==> config.mk <==
export PLATFORM = sky130hd
export DESIGN_NAME = spicsr_dev_flat
export DESIGN_NICKNAME = d
export VERILOG_FILES = /design/src/pkg/spicsr_pkg.sv /design/src/pkg/spicsr_if.sv /design/src/hw/spicsr_dev.sv /design/src/flat_wrapper.sv
export VERILOG_INCLUDE_DIRS = /design/src /design/src/pkg
export SDC_FILE = /design/constraint.sdc
export NUM_CORES = 1
export LEC_CHECK = 0
export ABC_AREA = 0
export BUFFER_PORTS_ARGS = -buffer_cell sky130_fd_sc_hd__buf_4
export CAP_MARGIN = 15
export CORE_MARGIN = 2
export CORE_UTILIZATION = 58
export DETAILED_ROUTE_END_ITERATION = 16
export HOLD_SLACK_MARGIN = 0.08
export PLACE_DENSITY = 0.85
export SKIP_CTS_REPAIR_TIMING = 1
export SYNTH_ARGS = -nofsm -noshare
export SYNTH_HDL_FRONTEND = slang
export SYNTH_SLANG_ARGS = --single-unit
==> constraint.sdc <==
create_clock -name core_clk -period 2.5 [get_ports core_clk]
set_input_delay 0.5 -clock core_clk [delete_from_list [all_inputs] [get_ports core_clk]]
set_output_delay 0.5 -clock core_clk [all_outputs]
set_load 0.01 [all_outputs]
==> src/pkg/spicsr_cfg.svh <==
// Purpose: constants of the programming interface control space
// Assumes: one clock, synchronous reset
// Notes: offsets are 4-bit control-space addresses
`ifndef SPICSR_CFG_SVH
`define SPICSR_CFG_SVH
`define SPICSR_OFF_STATUS     4'h0
`define SPICSR_OFF_PHYCTL     4'h2
`define SPICSR_OFF_IDENT      4'hf
`define SPICSR_OP_LOAD        4'h8
`define SPICSR_OP_STORE       4'hc
`define SPICSR_OP_KEY         8'he0
`define SPICSR_KEY_BYTES      4'h8
`define SPICSR_ENABLE_KEY     64'h1289ab45cdd888ff
`define SPICSR_IDENT_CODE     8'h5a
`define SPICSR_EN_BIT         1
`define SPICSR_GT_RESET       3'h0
`define SPICSR_GT_NONE        3'h7
`define SPICSR_GT_MAX_BITS    8'h80
`define SPICSR_BASE_IDLE      8'h02
`define SPICSR_BIT_DIV        4'h4
`endif

==> src/pkg/spicsr_pkg.sv <==
// Purpose: shared types of the programming interface control space
// Assumes: cfg header holds the numbers
// Notes: none
package spicsr_pkg;
    typedef logic [7:0] spicsr_byte_t;
    typedef logic [3:0] spicsr_addr_t;
    typedef logic [2:0] spicsr_gt_t;
    typedef enum logic [1:0] {SPICSR_OP_NONE, SPICSR_OP_LD, SPICSR_OP_ST, SPICSR_OP_KEY_SIGNAL_INSTRUCTION}
        spicsr_op_e;
endpackage

==> src/pkg/spicsr_if.sv <==
// Purpose: link between programmer and device control space
// Assumes: byte-level instruction link, one clock
// Notes: only the device drives the data line, through line_dev_o and line_dev_oe
`timescale 1ns/1ns
interface spicsr_if;
    import spicsr_pkg::*;
    logic               cmd_valid;
    spicsr_byte_t       cmd_byte;
    logic               dat_valid;
    spicsr_byte_t       dat_byte;
    logic               rsp_valid;
    spicsr_byte_t       rsp_byte;
    logic               link_busy;
    logic               line_dev_o;
    logic               line_dev_oe;
    modport dev  (input cmd_valid, cmd_byte, dat_valid, dat_byte,
                  output rsp_valid, rsp_byte, link_busy, line_dev_o, line_dev_oe);
    modport host (output cmd_valid, cmd_byte, dat_valid, dat_byte,
                  input rsp_valid, rsp_byte, link_busy, line_dev_o, line_dev_oe);
endinterface

==> src/hw/spicsr_dev.sv <==
// Purpose: device end, control and status space of the programming link
// Assumes: instruction byte then data byte(s) arrive on the link strobes
// Notes: guard idle is counted in core clocks, four per link bit
// How it works
// - control space reached only by dedicated instructions
// - offset 0x0F returns identification code
// - offset 0x02 bits 2:0 select guard time
// - guard idle only on receive-to-transmit turn
// - turnaround idle equals guard plus two bits
// - guard code resets to 000, 128 bits
// - programmer sets shortest safe guard time; host stores whatever guard code the user's store request gives
// - status bit 1 shows programming enabled
// - programmer polls enabled flag before programming; host reads status only when the user requests a load
// - writing zero to flag disables programming
// - load 1000aaaa, store 1100aaaa decoded
// - flag set only after key plus eight bytes
`timescale 1ns/1ns
`include "spicsr_cfg.svh"
module spicsr_dev
    import spicsr_pkg::*;
#(
    parameter spicsr_byte_t IDENT = `SPICSR_IDENT_CODE  // arbitrary value
)
(
    // clock and reset
    input  wire logic   core_clk,
    input  wire logic   rst,
    // link
    spicsr_if.dev       lnk,
    // user side
    output logic        nvm_prog_enabled,
    output spicsr_gt_t  guard_time_code
);
    typedef enum logic [1:0] {DV_IDLE, DV_DATA, DV_KEY, DV_TURN} spicsr_dst_e;

    spicsr_dst_e        st_q, st_d;
    logic               key_ok;
    spicsr_addr_t       addr_q, addr_d;
    spicsr_gt_t         gt_q, gt_d;
    logic               en_q, en_d;
    logic [63:0]        key_q, key_d;
    logic [3:0]         kcnt_q, kcnt_d;
    logic [9:0]         turn_q, turn_d;
    spicsr_byte_t       rsp_q, rsp_d;
    logic               rv_q, rv_d;

    function automatic spicsr_byte_t rd_css(
        input spicsr_addr_t a,
        input spicsr_gt_t   g,
        input logic         e
    );
        spicsr_byte_t r;
        r = 8'h00;
        unique case (a)
            `SPICSR_OFF_IDENT:  r = IDENT;
            `SPICSR_OFF_PHYCTL: r = {5'h00, g};
            `SPICSR_OFF_STATUS: r = {6'h00, e, 1'b0};
            default:            r = 8'h00;
        endcase
        return r;
    endfunction

    // guard idle bits, halving per code, none for the last
    function automatic logic [7:0] guard_bits(input spicsr_gt_t g);
        logic [7:0] bits;
        if (g == `SPICSR_GT_NONE)
            bits = 8'h00;
        else
            bits = 8'(`SPICSR_GT_MAX_BITS >> g);
        return bits;
    endfunction

    // turnaround in core clocks, guard plus two idle bits
    function automatic logic [9:0] turn_cycles(input spicsr_gt_t g);
        logic [9:0] idle_bits;
        idle_bits = 10'({2'b00, guard_bits(g)} + 10'(`SPICSR_BASE_IDLE));
        return 10'(idle_bits * 10'(`SPICSR_BIT_DIV));
    endfunction

    // key checked on the word as it stands after this byte
    assign key_ok = ({lnk.dat_byte, key_q[63:8]} == `SPICSR_ENABLE_KEY);

    always_comb
    begin
        st_d   = st_q;
        addr_d = addr_q;
        gt_d   = gt_q;
        en_d   = en_q;
        key_d  = key_q;
        kcnt_d = kcnt_q;
        turn_d = turn_q;
        rsp_d  = rsp_q;
        rv_d   = 1'b0;
        unique case (st_q)
            DV_IDLE:
            begin
                if (lnk.cmd_valid)
                begin
                    addr_d = lnk.cmd_byte[3:0];
                    if (lnk.cmd_byte[7:4] == `SPICSR_OP_LOAD)
                    begin
                        rsp_d  = rd_css(lnk.cmd_byte[3:0], gt_q, en_q);
                        turn_d = turn_cycles(gt_q);
                        st_d   = DV_TURN;
                    end
                    // store waits for its data byte
                    else if (lnk.cmd_byte[7:4] == `SPICSR_OP_STORE)
                    begin
                        st_d = DV_DATA;
                    end
                    // key waits for eight data bytes
                    else if (lnk.cmd_byte == `SPICSR_OP_KEY)
                    begin
                        kcnt_d = 4'h0;
                        st_d   = DV_KEY;
                    end
                end
            end

            DV_DATA:
            begin
                if (lnk.dat_valid)
                begin
                    if (addr_q == `SPICSR_OFF_PHYCTL)
                        gt_d = lnk.dat_byte[2:0];
                    else if (addr_q == `SPICSR_OFF_STATUS && !lnk.dat_byte[`SPICSR_EN_BIT])
                        en_d = 1'b0;
                    st_d = DV_IDLE;
                end
            end

            DV_KEY:
            begin
                if (lnk.dat_valid)
                begin
                    key_d  = {lnk.dat_byte, key_q[63:8]};
                    kcnt_d = 4'(kcnt_q + 4'h1);
                    if (kcnt_q == 4'(`SPICSR_KEY_BYTES - 4'h1))
                    begin
                        if (key_ok)
                            en_d = 1'b1;
                        st_d = DV_IDLE;
                    end
                end
            end

            DV_TURN:
            begin
                if (turn_q == 10'h000)
                begin
                    rv_d = 1'b1;
                    st_d = DV_IDLE;
                end
                else
                    turn_d = 10'(turn_q - 10'h001);
            end
        endcase
    end

    always_ff @(posedge core_clk)
    begin
        if (rst)
        begin
            st_q   <= DV_IDLE;
            addr_q <= 4'h0;
            gt_q   <= `SPICSR_GT_RESET;
            en_q   <= 1'b0;
            key_q  <= 64'h0;
            kcnt_q <= 4'h0;
            turn_q <= 10'h000;
            rsp_q  <= 8'h00;
            rv_q   <= 1'b0;
        end
        else
        begin
            st_q   <= st_d;
            addr_q <= addr_d;
            gt_q   <= gt_d;
            en_q   <= en_d;
            key_q  <= key_d;
            kcnt_q <= kcnt_d;
            turn_q <= turn_d;
            rsp_q  <= rsp_d;
            rv_q   <= rv_d;
        end
    end

    assign lnk.rsp_valid   = rv_q;
    assign lnk.rsp_byte    = rsp_q;
    assign lnk.link_busy   = (st_q == DV_TURN);

    // line idles high during turnaround and the answer cycle, released otherwise
    assign lnk.line_dev_o  = 1'b1;
    assign lnk.line_dev_oe = (st_q == DV_TURN) || rv_q;

    assign nvm_prog_enabled = en_q;
    assign guard_time_code  = gt_q;
endmodule

==> src/flat_wrapper.sv <==
// flat-port wrapper written by rule: the top's interface ports become plain ports
module spicsr_dev_flat import spicsr_pkg::*;
#(
    parameter spicsr_byte_t IDENT = `SPICSR_IDENT_CODE                    
)
  (core_clk, rst, nvm_prog_enabled, guard_time_code, lnk_cmd_valid, lnk_cmd_byte, lnk_dat_valid, lnk_dat_byte, lnk_rsp_valid, lnk_rsp_byte, lnk_link_busy, lnk_line_dev_o, lnk_line_dev_oe);
  spicsr_if lnk_i ();
  input  wire logic core_clk;
  input  wire logic rst;
  output logic nvm_prog_enabled;
  output spicsr_gt_t guard_time_code;
  input wire logic [$bits(lnk_i.cmd_valid)-1:0] lnk_cmd_valid;
  input wire logic [$bits(lnk_i.cmd_byte)-1:0] lnk_cmd_byte;
  input wire logic [$bits(lnk_i.dat_valid)-1:0] lnk_dat_valid;
  input wire logic [$bits(lnk_i.dat_byte)-1:0] lnk_dat_byte;
  output wire logic [$bits(lnk_i.rsp_valid)-1:0] lnk_rsp_valid;
  output wire logic [$bits(lnk_i.rsp_byte)-1:0] lnk_rsp_byte;
  output wire logic [$bits(lnk_i.link_busy)-1:0] lnk_link_busy;
  output wire logic [$bits(lnk_i.line_dev_o)-1:0] lnk_line_dev_o;
  output wire logic [$bits(lnk_i.line_dev_oe)-1:0] lnk_line_dev_oe;
  assign lnk_i.cmd_valid = lnk_cmd_valid;
  assign lnk_i.cmd_byte = lnk_cmd_byte;
  assign lnk_i.dat_valid = lnk_dat_valid;
  assign lnk_i.dat_byte = lnk_dat_byte;
  assign lnk_rsp_valid = lnk_i.rsp_valid;
  assign lnk_rsp_byte = lnk_i.rsp_byte;
  assign lnk_link_busy = lnk_i.link_busy;
  assign lnk_line_dev_o = lnk_i.line_dev_o;
  assign lnk_line_dev_oe = lnk_i.line_dev_oe;
  spicsr_dev #(.IDENT(IDENT)) u_core (.core_clk(core_clk), .rst(rst), .lnk(lnk_i), .nvm_prog_enabled(nvm_prog_enabled), .guard_time_code(guard_time_code));
endmodule
==> run summary, run 1 <==
Post-synth top area share - 0.453
Clock Sinks - 85
Critical-path maximum fanout - 12
Htree depth - 3
Max Freq - 0.482 GHz
Power Density - 602 nW/um^2
R2R Setup Slk - 0.42 ns
DIE AREA - 7140 um^2
Antenna violations before repair - 0
CP arrival - 2.33 ns
Filler cell count in the final layout - 510
Fin nets - 521
Area contributors post-synth - dfxtp_1 45%, nand2_1 14%, a21oi_1 11%
Std-Cell Rows - 29
Sequential Area - 1700 um^2
DIE WIDTH - 84.5 um
Ant. Diodes - 0
GRT Util Overall - 0.255
Rel. slew slack - 0.621
Post-synthesis cell count - 478
Area Growth Syn to Fin - 12.9%
DP HPWL - 5.90 mm
Synth warnings - 0
Starting DRT DRC Count - 319
Clk slew on worst S/H paths - 0.09 ns
Die H - 84.5 um
Peak VDD IR - 449 uV
GR Overflow Total - 0
FFs w/ async S/R, synth - 0
DR pass1 iterations - 5
RD Place Congestion - 0.915
Number of synthesized register bits - 85
Synth area leader - dfxtp_1
Crit path buffers/inverters - 0
Clock Latency Late Sink - 0.35 ns
First-pass GRT wire length - 14.8 mm
CP startpoint kind - flip-flop
Final min period - 2.08 ns
Largest net degree at the start of global routing - 60
CP top delay family - simple AND/OR/NAND/NOR gates
Finished Cell Area - 4240 um^2
Ports - 36
Setup CP Type - reg2reg
Final setup viols - 0
Worst EP required - 2.75 ns
Critical path, cell by cell - or3b_1 > or3_1 > a22o_1 > a32o_1
Sequential fraction of the synthesis area - 0.453
Main synth FF type - dfxtp_1
Outcome - completed
Post-Route WL - 8.82 mm
Slew Limit Fails - 0
Clock buffer depth - 2
Multi-input logic area - 1870 um^2
Post-synth EDFFs - 0
Commonest non-fill, non-tap cell in the layout - nand2_1
Worst slew pin tran - 0.568 ns
Via count - 3484
RSZ-0062 raised after global routing - no
DRT antenna net count - 0
CP Capture Type - flip-flop
Setup TNS - 0 ns
Unique masters post-synth - 58
Tcrit/Tclk final - 0.830
Slowest cell on crit path - or3b_1
P_leak - 1.46 nW
Synthesized area - 3760 um^2
Inserted Clock Buffers - 9
Max cap viols - 0
Vias in the first global route - 3180
Core box area - 6310 um^2
Root Buffer - clkbuf_8
Most frequent cells in the layout - 141 x nand2_1, 85 x dfxtp_1, 80 x a21oi_1
Final Skew - 0.00505 ns
Hold Crit Class - in2reg
Routed len/inst - 15.2 um
Max stage delay on crit path - 0.53 ns
Layout cells sized above 1 - 0.133
Placed cell areas - 4040 um^2
DR vias/cell - 6.02
Initial core utilization - 0.596
Syn Area/Cell - 7.87 um^2
Fin. Hold Viols - 0
DRC - 0
I/O Buffers - 32
TritonCTS clock tree - yes
==> cell usage after synthesis, drive strengths merged (2+ instances only) <==
| cell | number |
|---|---|
| nand2 | 141 |
| dfxtp | 85 |
| a21oi | 80 |
| clkbuf | 23 |
| buf | 14 |
| nand4 | 11 |
| nor2 | 11 |
| nor4 | 9 |
| inv | 7 |
| nor3 | 7 |
| nand3 | 6 |
| nand4b | 5 |
| nor3b | 5 |
| ha | 4 |
| mux2i | 4 |
| nand2b | 4 |
| o21ai | 4 |
| a31oi | 3 |
| nor4b | 3 |
| or3 | 3 |
| or4 | 3 |
| a2111oi | 2 |
| a22o | 2 |
| a311oi | 2 |
| a32o | 2 |
| a41oi | 2 |
| and3b | 2 |
| and4b | 2 |
| conb | 2 |
| nor2b | 2 |
| nor4bb | 2 |
| o22ai | 2 |
| or3b | 2 |
| or4b | 2 |
==> worst min-delay path: stages <==
cell and delay (ns):
buf_4 0.11, nand2_1 0.05, a21oi_1 0.05
==> sequential cells by signal, indices dropped and copies added (netlist names) <==
register / cells
u_core.key_q: 56
u_core.turn_q: 10
u_core.addr_q: 4
u_core.kcnt_q: 4
u_core.lnk.rsp_byte: 4
u_core.guard_time_code: 3
u_core.st_q: 2
u_core.lnk.rsp_valid: 1
u_core.nvm_prog_enabled: 1
==> power by group <==
part	internal (mW)	switching (mW)	leakage, nW
clock	0.498	0.512	0.107
sequential	1.37	0.0116	0.685
combinational	0.0591	0.107	0.669
total	1.92	0.630	1.46
==> metal layers <==
layer,track usage,up-vias,wire [um]
met5,0,-,0
met4,0.130,0,197
met3,0.0442,21,504
met2,0.396,125,4290
met1,0.342,1628,3820
li1,-,1710,-
==> per-stage QoR <==
| stage | total power, mW | hold WS, ns | instances | utilization | setup WS [ns] |
|---|---|---|---|---|---|
| 6_report | 2.55 | 0.402 | 579 | 0.672 | 0.424 |
| 5_1_grt | 2.64 | 0.405 | 579 | 0.672 | 0.295 |
| 4_1_cts | 2.57 | 0.386 | 579 | 0.672 | 0.444 |
| 3_5_place_dp | 1.57 | 0.449 | 563 | 0.639 | 0.292 |
| 3_3_place_gp | 1.57 | 0.440 | 563 | 0.639 | 0.346 |
| 2_1_floorplan | 1.51 | 0.431 | 479 | - | 0.503 |
==> cell type report <==
class                           instances  area share
Tap cell                               77      0.0227
Timing Repair Buffer                   44      0.0808
Clock inverter                          6      0.0165
Multi-Input combinational cell        349       0.440
Sequential cell                        85       0.401
Clock buffer                           10      0.0324
Inverter                                8     0.00708
==> final timing paths <==
check | startpoint | depth (start not counted) | to
worst min register to register | u_core.key_q[14] | 2 | u_core.key_q[14]
worst max register to register | u_core.st_q[0] | 4 | u_core.turn_q[5]
worst max-delay path | u_core.st_q[0] | 4 | u_core.turn_q[5]
worst min-delay path | lnk_dat_byte[3] | 3 | u_core.key_q[59]
==> cells by family after synthesis <==
kind of cell | Yosys count | synth area share
AO/OA/AOI/OAI | 112 | 0.175
XOR/XNOR | 1 | 0.00233
adder cells (fa/ha/maj) | 4 | 0.0133
buffers and inverters | 45 | 0.0526
flip-flops | 85 | 0.453
multiplexers | 4 | 0.0106
other | 2 | 0.00200
AND/OR/NAND/NOR | 225 | 0.292
No activity file was read; power rests on OpenSTA's default activity.
==> run 2, diff against run 1 <==
==> constraint.sdc (replaced) <==
create_clock -name core_clk -period 2.12 [get_ports core_clk]
set_input_delay 0.424 -clock core_clk [delete_from_list [all_inputs] [get_ports core_clk]]
set_output_delay 0.424 -clock core_clk [all_outputs]
set_load 0.01 [all_outputs]
==> run 2 against run 1 <==
Effect of this change:
- first-iteration DRC count fell by 42%
- critical path depth increased by 2
- setup slack worse by 0.28 ns
- global-route usage grew 0.75 points
- count of clock-buffer cells in the layout up 1
- flip-flop and latch count unchanged
- utilization is 0.48 points higher
- sequential power rose by 17%
- total power increased by 13%
- cell count is 1.0% higher
- register-to-register slack got worse by 0.25 ns
- wire length up 2.3%
- largest power group unchanged
- highest routed layer unchanged
==> run summary, run 2 (synthesis results as in run 1) <==
Clk slew on worst S/H paths - 0.09 ns (about the same)
Worst slew pin tran - 0.574 ns (+0.00539 ns)
Largest net degree at the start of global routing - 60 (unchanged)
Ant. Diodes - 0 (unchanged)
Vias in the first global route - 3234 (+1.7%)
Area Growth Syn to Fin - 13.7%
Via count - 3432 (-1.5%)
Critical-path maximum fanout - 8 (-4)
Die H - 84.5 um (unchanged)
First-pass GRT wire length - 15.1 mm (+1.8%)
RSZ-0062 raised after global routing - no
Inserted Clock Buffers - 9 (unchanged)
Ports - 36 (unchanged)
GRT Util Overall - 0.262 (+0.00752)
Outcome - completed
DIE AREA - 7140 um^2 (unchanged)
GR Overflow Total - 0 (unchanged)
Worst EP required - 1.70 ns (-1.05 ns)
CP dominant cell by count - buf_4
CP startpoint kind - flip-flop
Htree depth - 3 (unchanged)
Max Freq - 0.506 GHz
RD Place Congestion - 0.843 (-7.9%)
Routed len/inst - 15.4 um (+1.3%)
Clock buffer depth - 2 (unchanged)
Core box area - 6310 um^2 (unchanged)
Std-Cell Rows - 29 (unchanged)
Slowest cell on crit path - dfxtp_1
DIE WIDTH - 84.5 um (unchanged)
DRC - 0 (unchanged)
Tcrit/Tclk final - 0.932
P_leak - 1.48 nW (+0.95%)
CP Capture Type - output pin
Final setup viols - 0 (unchanged)
Slew Limit Fails - 0 (unchanged)
Rel. slew slack - 0.618 (-0.00359)
Tot Pwr - 2.90 mW (+13%)
DR pass1 iterations - 5 (unchanged)
Power Density - 678 nW/um^2 (+13%)
CP arrival - 1.55 ns (-0.78 ns)
Clock Sinks - 85 (unchanged)
DP HPWL - 6.11 mm (+3.5%)
Hold WS - 0.318 ns (-0.0838 ns)
I/O Buffers - 32 (unchanged)
CP top delay family - buffers and inverters
Fin. Hold Viols - 0 (unchanged)
Clock Latency Late Sink - 0.36 ns (about the same)
Setup TNS - 0 ns (unchanged)
Root Buffer - clkbuf_8
Max cap viols - 0 (unchanged)
Starting DRT DRC Count - 186 (-42%)
Commonest non-fill, non-tap cell in the layout - nand2_1
Hold Crit Class - in2reg
Antenna violations before repair - 0 (unchanged)
Fin nets - 527 (+1.2%)
Peak VDD IR - 598 uV (+33%)
Critical path, cell by cell - buf_4 > nand2_1 > buf_4 > clkinv_1 > buf_4 > buf_4
Multi-input logic area - 1870 um^2 (unchanged)
Placed cell areas - 4090 um^2 (+1.4%)
Biggest regs - u_core.key_q: 56 flops, u_core.turn_q: 10 flops
DRT antenna net count - 0 (unchanged)
Most frequent cells in the layout - 141 x nand2_1, 85 x dfxtp_1, 80 x a21oi_1
Sequential Area - 1700 um^2 (unchanged)
Max stage delay on crit path - 0.44 ns (-0.09 ns)
TritonCTS clock tree - yes
Final min period - 1.98 ns
Number of flip-flops in the largest register - 56 (unchanged)
Largest Register - u_core.key_q
Final Skew - 0.0115 ns (+0.00643 ns)
Setup CP Type - reg2out
Finished Cell Area - 4270 um^2 (+0.71%)
Filler cell count in the final layout - 557 (+9.2%)
Layout cells sized above 1 - 0.142 (+0.00827)
Post-Route WL - 9.02 mm (+2.3%)
DR vias/cell - 5.87 (-2.5%)
Initial core utilization - 0.596 (unchanged)
Crit path buffers/inverters - 5 (+5)
[run 2: cell count changes in the layout (fill, tap and decap cells not counted), sizes merged]
| cell | change |
|---|---|
| buf | +6 |
| clkinv | -2 |
| bufinv | -1 |
| clkbuf | +1 |
| clkinvlp | +1 |
| inv | +1 |
[run 2: per-layer routing]
metal  wire length (um)  global-route usage
met5                  0                   0
met4                153              0.0866
met3                563              0.0787
met2               4570               0.446
met1               3730               0.318
[run 2: worst reg2reg max path, delay by kind of cell, from the launching register on]
family	cells	cell delay [ns]
flops	1	0.36
simple gates	1	0.49
compound gates	3	1.05
[run 2: stage by stage]
step / std cells / utilization / worst slack, ns
2_1_floorplan: 479 / - / 0.199
3_3_place_gp: 569 / 0.648 / 0.102
3_5_place_dp: 569 / 0.648 / 0.0761
4_1_cts: 585 / 0.677 / 0.143
5_1_grt: 585 / 0.677 / 0.0261
6_report: 585 / 0.677 / 0.144
[run 2: report_power, final]
part / switching, mW / internal, mW
clock network: 0.600 / 0.469
registers: 0.0143 / 1.61
logic: 0.128 / 0.0750
total: 0.743 / 2.15
[run 2: final timing paths]
path                            slack [ns]        startpoint  cells past startpoint               end
worst max-delay path                  0.14    u_core.st_q[0]                      6     lnk_link_busy
worst min register to register        0.45  u_core.key_q[14]                      2  u_core.key_q[14]
worst min-delay path                  0.32   lnk_dat_byte[7]                      3  u_core.key_q[63]
worst max register to register        0.17  u_core.turn_q[5]                      4  u_core.turn_q[2]
[run 2: layout make-up]
class | count | share of cell area
Multi-Input combinational cell | 349 | 0.436
Sequential cell | 85 | 0.398
Timing Repair Buffer | 50 | 0.0937
Clock buffer | 11 | 0.0331
Tap cell | 77 | 0.0225
Clock inverter | 5 | 0.00907
Inverter | 8 | 0.00703
==> run 3, diff against run 2 <==
--- a/config.mk
+++ b/config.mk
@@ -6,14 +6,16 @@
 export SDC_FILE = /design/constraint.sdc
 export NUM_CORES = 1
 export LEC_CHECK = 0
-export ABC_AREA = 0
+export ABC_AREA = 1
 export BUFFER_PORTS_ARGS = -buffer_cell sky130_fd_sc_hd__buf_4
 export CAP_MARGIN = 15
+export CELL_PAD_IN_SITES_DETAIL_PLACEMENT = 1
+export CELL_PAD_IN_SITES_GLOBAL_PLACEMENT = 2
 export CORE_MARGIN = 2
-export CORE_UTILIZATION = 58
+export CORE_UTILIZATION = 34
 export DETAILED_ROUTE_END_ITERATION = 16
 export HOLD_SLACK_MARGIN = 0.08
-export PLACE_DENSITY = 0.85
+export PLACE_DENSITY = 0.86
 export SKIP_CTS_REPAIR_TIMING = 1
 export SYNTH_ARGS = -nofsm -noshare
 export SYNTH_HDL_FRONTEND = slang
==> run 3 against run 2 <==
Effect of this change:
- utilization decreased by 27 points
- sequential share of layout area fell by 1.6 points
- via count is 1.8% higher
- hold slack worse by 0.0027 ns
- synthesized cell count up 9.6%
- clock skew is 0.0053 ns lower
- die area rose by 70%
==> run summary, run 3 <==
Worst Hold Depth - 3 (unchanged)
Worst reg-to-reg path cell count - 10 (+6)
Largest Register - u_core.key_q
DRC - 0 (unchanged)
Via count - 3494 (+1.8%)
Inserted Clock Buffers - 9 (unchanged)
Most frequent cells in the layout - 85 x dfxtp_1, 75 x nor2_1, 71 x o21ai_0
Layout cells sized above 1 - 0.131 (-0.0103)
Worst EP required - 1.70 ns (about the same)
Worst Slack Setup Final - 0.166 ns (+0.0216 ns)
Max cap viols - 0 (unchanged)
TritonCTS clock tree - yes
Ant. Diodes - 0 (unchanged)
P_leak - 1.89 nW (+28%)
Setup CP Type - reg2out
Placed insts - 673 (+18%)
Synth area leader - dfxtp_1
Initial core utilization - 0.351 (-0.245)
Final setup viols - 0 (unchanged)
Sequential Area - 1700 um^2 (unchanged)
Post-synth EDFFs - 0 (unchanged)
GRT Util Overall - 0.174 (-0.0882)
R2R Setup Slk - 0.44 ns (+0.27 ns)
Largest net degree at the start of global routing - 73 (+22%)
Clock Latency Late Sink - 0.34 ns (-0.02 ns)
Top-count cell post-synth - dfxtp_1
Clock Sinks - 85 (unchanged)
Biggest regs - u_core.key_q: 56 flops, u_core.turn_q: 10 flops
Slowest cell on crit path - dfxtp_1
Sequential fraction of the synthesis area - 0.443 (-0.00915)
I/O Buffers - 32 (unchanged)
Tcrit/Tclk final - 0.922 (-0.0102)
Fin. Hold Viols - 0 (unchanged)
M2 GR Usage - 0.308 (-0.138)
Finished Layout Cells - 688 (+18%)
Outcome - completed
Post-synth top area share - 0.443 (-0.00915)
Slew Limit Fails - 0 (unchanged)
Post-Route WL - 9.73 mm (+7.8%)
DR vias/cell - 5.08 (-13%)
Worst R2R Start - u_core.turn_q[0]
DR pass1 iterations - 4 (-1)
Number of synthesized register bits - 85 (unchanged)
Tot Pwr - 4.73 mW (+63%)
Final Skew - 0.00618 ns (-0.00531 ns)
Number of flip-flops in the largest register - 56 (unchanged)
Routed len/inst - 14.1 um (-8.3%)
Peak VDD IR - 521 uV (-13%)
Finished Cell Area - 4450 um^2 (+4.2%)
Synth warnings - 0 (unchanged)
Die H - 110 um (+30%)
Max stage delay on crit path - 0.38 ns (-0.06 ns)
Placed cell areas - 4150 um^2 (+1.3%)
Starting DRT DRC Count - 196 (+5.4%)
Fin nets - 568 (+7.8%)
Hold WS - 0.315 ns (-0.00272 ns)
DIE WIDTH - 110 um (+30%)
Clock buffer depth - 2 (unchanged)
Setup TNS - 0 ns (unchanged)
Core box area - 10900 um^2 (+73%)
Final min period - 1.95 ns (-0.0216 ns)
CP arrival - 1.53 ns (-0.02 ns)
Final core occ - 0.407 (-0.270)
Vias in the first global route - 3581 (+11%)
Max Freq - 0.512 GHz (+1.1%)
Syn Area/Cell - 7.32 um^2 (-6.9%)
Busiest grt layer - met2
Post-synthesis cell count - 524 (+9.6%)
Hold Crit Class - in2reg
Hold Crit Endpoint - u_core.key_q[59]
Antenna violations before repair - 0 (unchanged)
Multi-input logic area - 1730 um^2 (-7.5%)
Critical-path maximum fanout - 9 (+1)
Area Growth Syn to Fin - 16.1%
Htree depth - 3 (unchanged)
DRT antenna net count - 0 (unchanged)
Met1 usage - 0.205 (-0.113)
Reg2reg end - u_core.turn_q[8]
Hold path start - lnk_dat_byte[3]
FFs w/ async S/R, synth - 0 (unchanged)
CP Capture Type - output pin
DIE AREA - 12200 um^2 (+70%)
CP startpoint kind - flip-flop
Synthesized area - 3840 um^2 (+2.1%)
M3 GR Usage - 0.0459 (-0.0328)
DP Worst Slack - 0.429 ns (+0.353 ns)
GR Overflow Total - 0 (unchanged)
Ports - 36 (unchanged)
Unique masters post-synth - 34 (-41%)
Main synth FF type - dfxtp_1
DP HPWL - 6.85 mm (+12%)
Root Buffer - clkbuf_16
RSZ-0062 raised after global routing - no
Clk slew on worst S/H paths - 0.06 ns (-0.03 ns)
Commonest non-fill, non-tap cell in the layout - dfxtp_1
Std-Cell Rows - 38 (+31%)
Power Density - 1060 nW/um^2 (+57%)
Area contributors post-synth - dfxtp_1 44%, o21ai_0 9.3%, a21oi_1 8.6%
Top post-synthesis cells by count - 85 x dfxtp_1, 75 x nor2_1, 71 x o21ai_0, 66 x a21oi_1, 59 x inv_1
RD Place Congestion - 0.815 (-3.3%)
Critical path, cell by cell - nand2_2 > clkinv_4 > or2_2 > buf_4
Filler cell count in the final layout - 1380 (+150%)
First-pass GRT wire length - 16.6 mm (+10%)
==> run 3: routing by layer <==
metal / routed length, um / part of all wire / vias to the layer above
met5: 0 / 0 / -
met3: 330 / 0.034 / 12
met1: 4460 / 0.46 / 1682
met4: 148 / 0.015 / 0
li1: - / - / 1755
met2: 4790 / 0.49 / 45
==> run 3: how the worst max path moves through the flow <==
| stage | startpoint | to | slack (ns) | cells past startpoint |
|---|---|---|---|---|
| finish | u_core.st_q[1] | lnk_line_dev_oe | 0.17 | 4 |
| global route | u_core.st_q[1] | lnk_line_dev_oe | 0.09 | 4 |
| CTS | u_core.st_q[1] | lnk_line_dev_oe | 0.14 | 4 |
| detailed placement | lnk_cmd_byte[5] | u_core.turn_q[9] | 0.43 | 9 |
| global placement | lnk_cmd_byte[3] | u_core.kcnt_q[1] | 0.52 | 9 |
| floorplan | u_core.turn_q[0] | u_core.turn_q[6] | 0.71 | 8 |
==> run 3: power by group <==
part | internal (mW) | switching (mW) | total [mW]
clock network | 0.979 | 0.655 | 1.63
logic | 0.348 | 0.678 | 1.03
registers | 1.89 | 0.184 | 2.07
==> run 3: layout make-up <==
cell class | count | area share
inverters | 65 | 0.0559
flip-flops and latches | 85 | 0.382
clock buffers | 11 | 0.0567
multi-input cells | 347 | 0.387
clock inverters | 4 | 0.0124
well taps | 140 | 0.0393
repair buffers | 36 | 0.0663
==> run 3: critical path: cells and delay by family, from the launching register on <==
family / cells / cell delay (ns)
buffers and inverters: 2 / 0.29
DFF: 1 / 0.38
and+or+nand+nor: 2 / 0.51
==> run 3: cells by family after synthesis <==
group | synth area share
muxes | 0.00261
xor gates and xnor gates | 0.0137
adders and majority gates | 0.0130
other | 0.00196
DFF | 0.443
buffers and inverters | 0.108
AOI/OAI and AO/OA | 0.194
and+or+nand+nor | 0.224
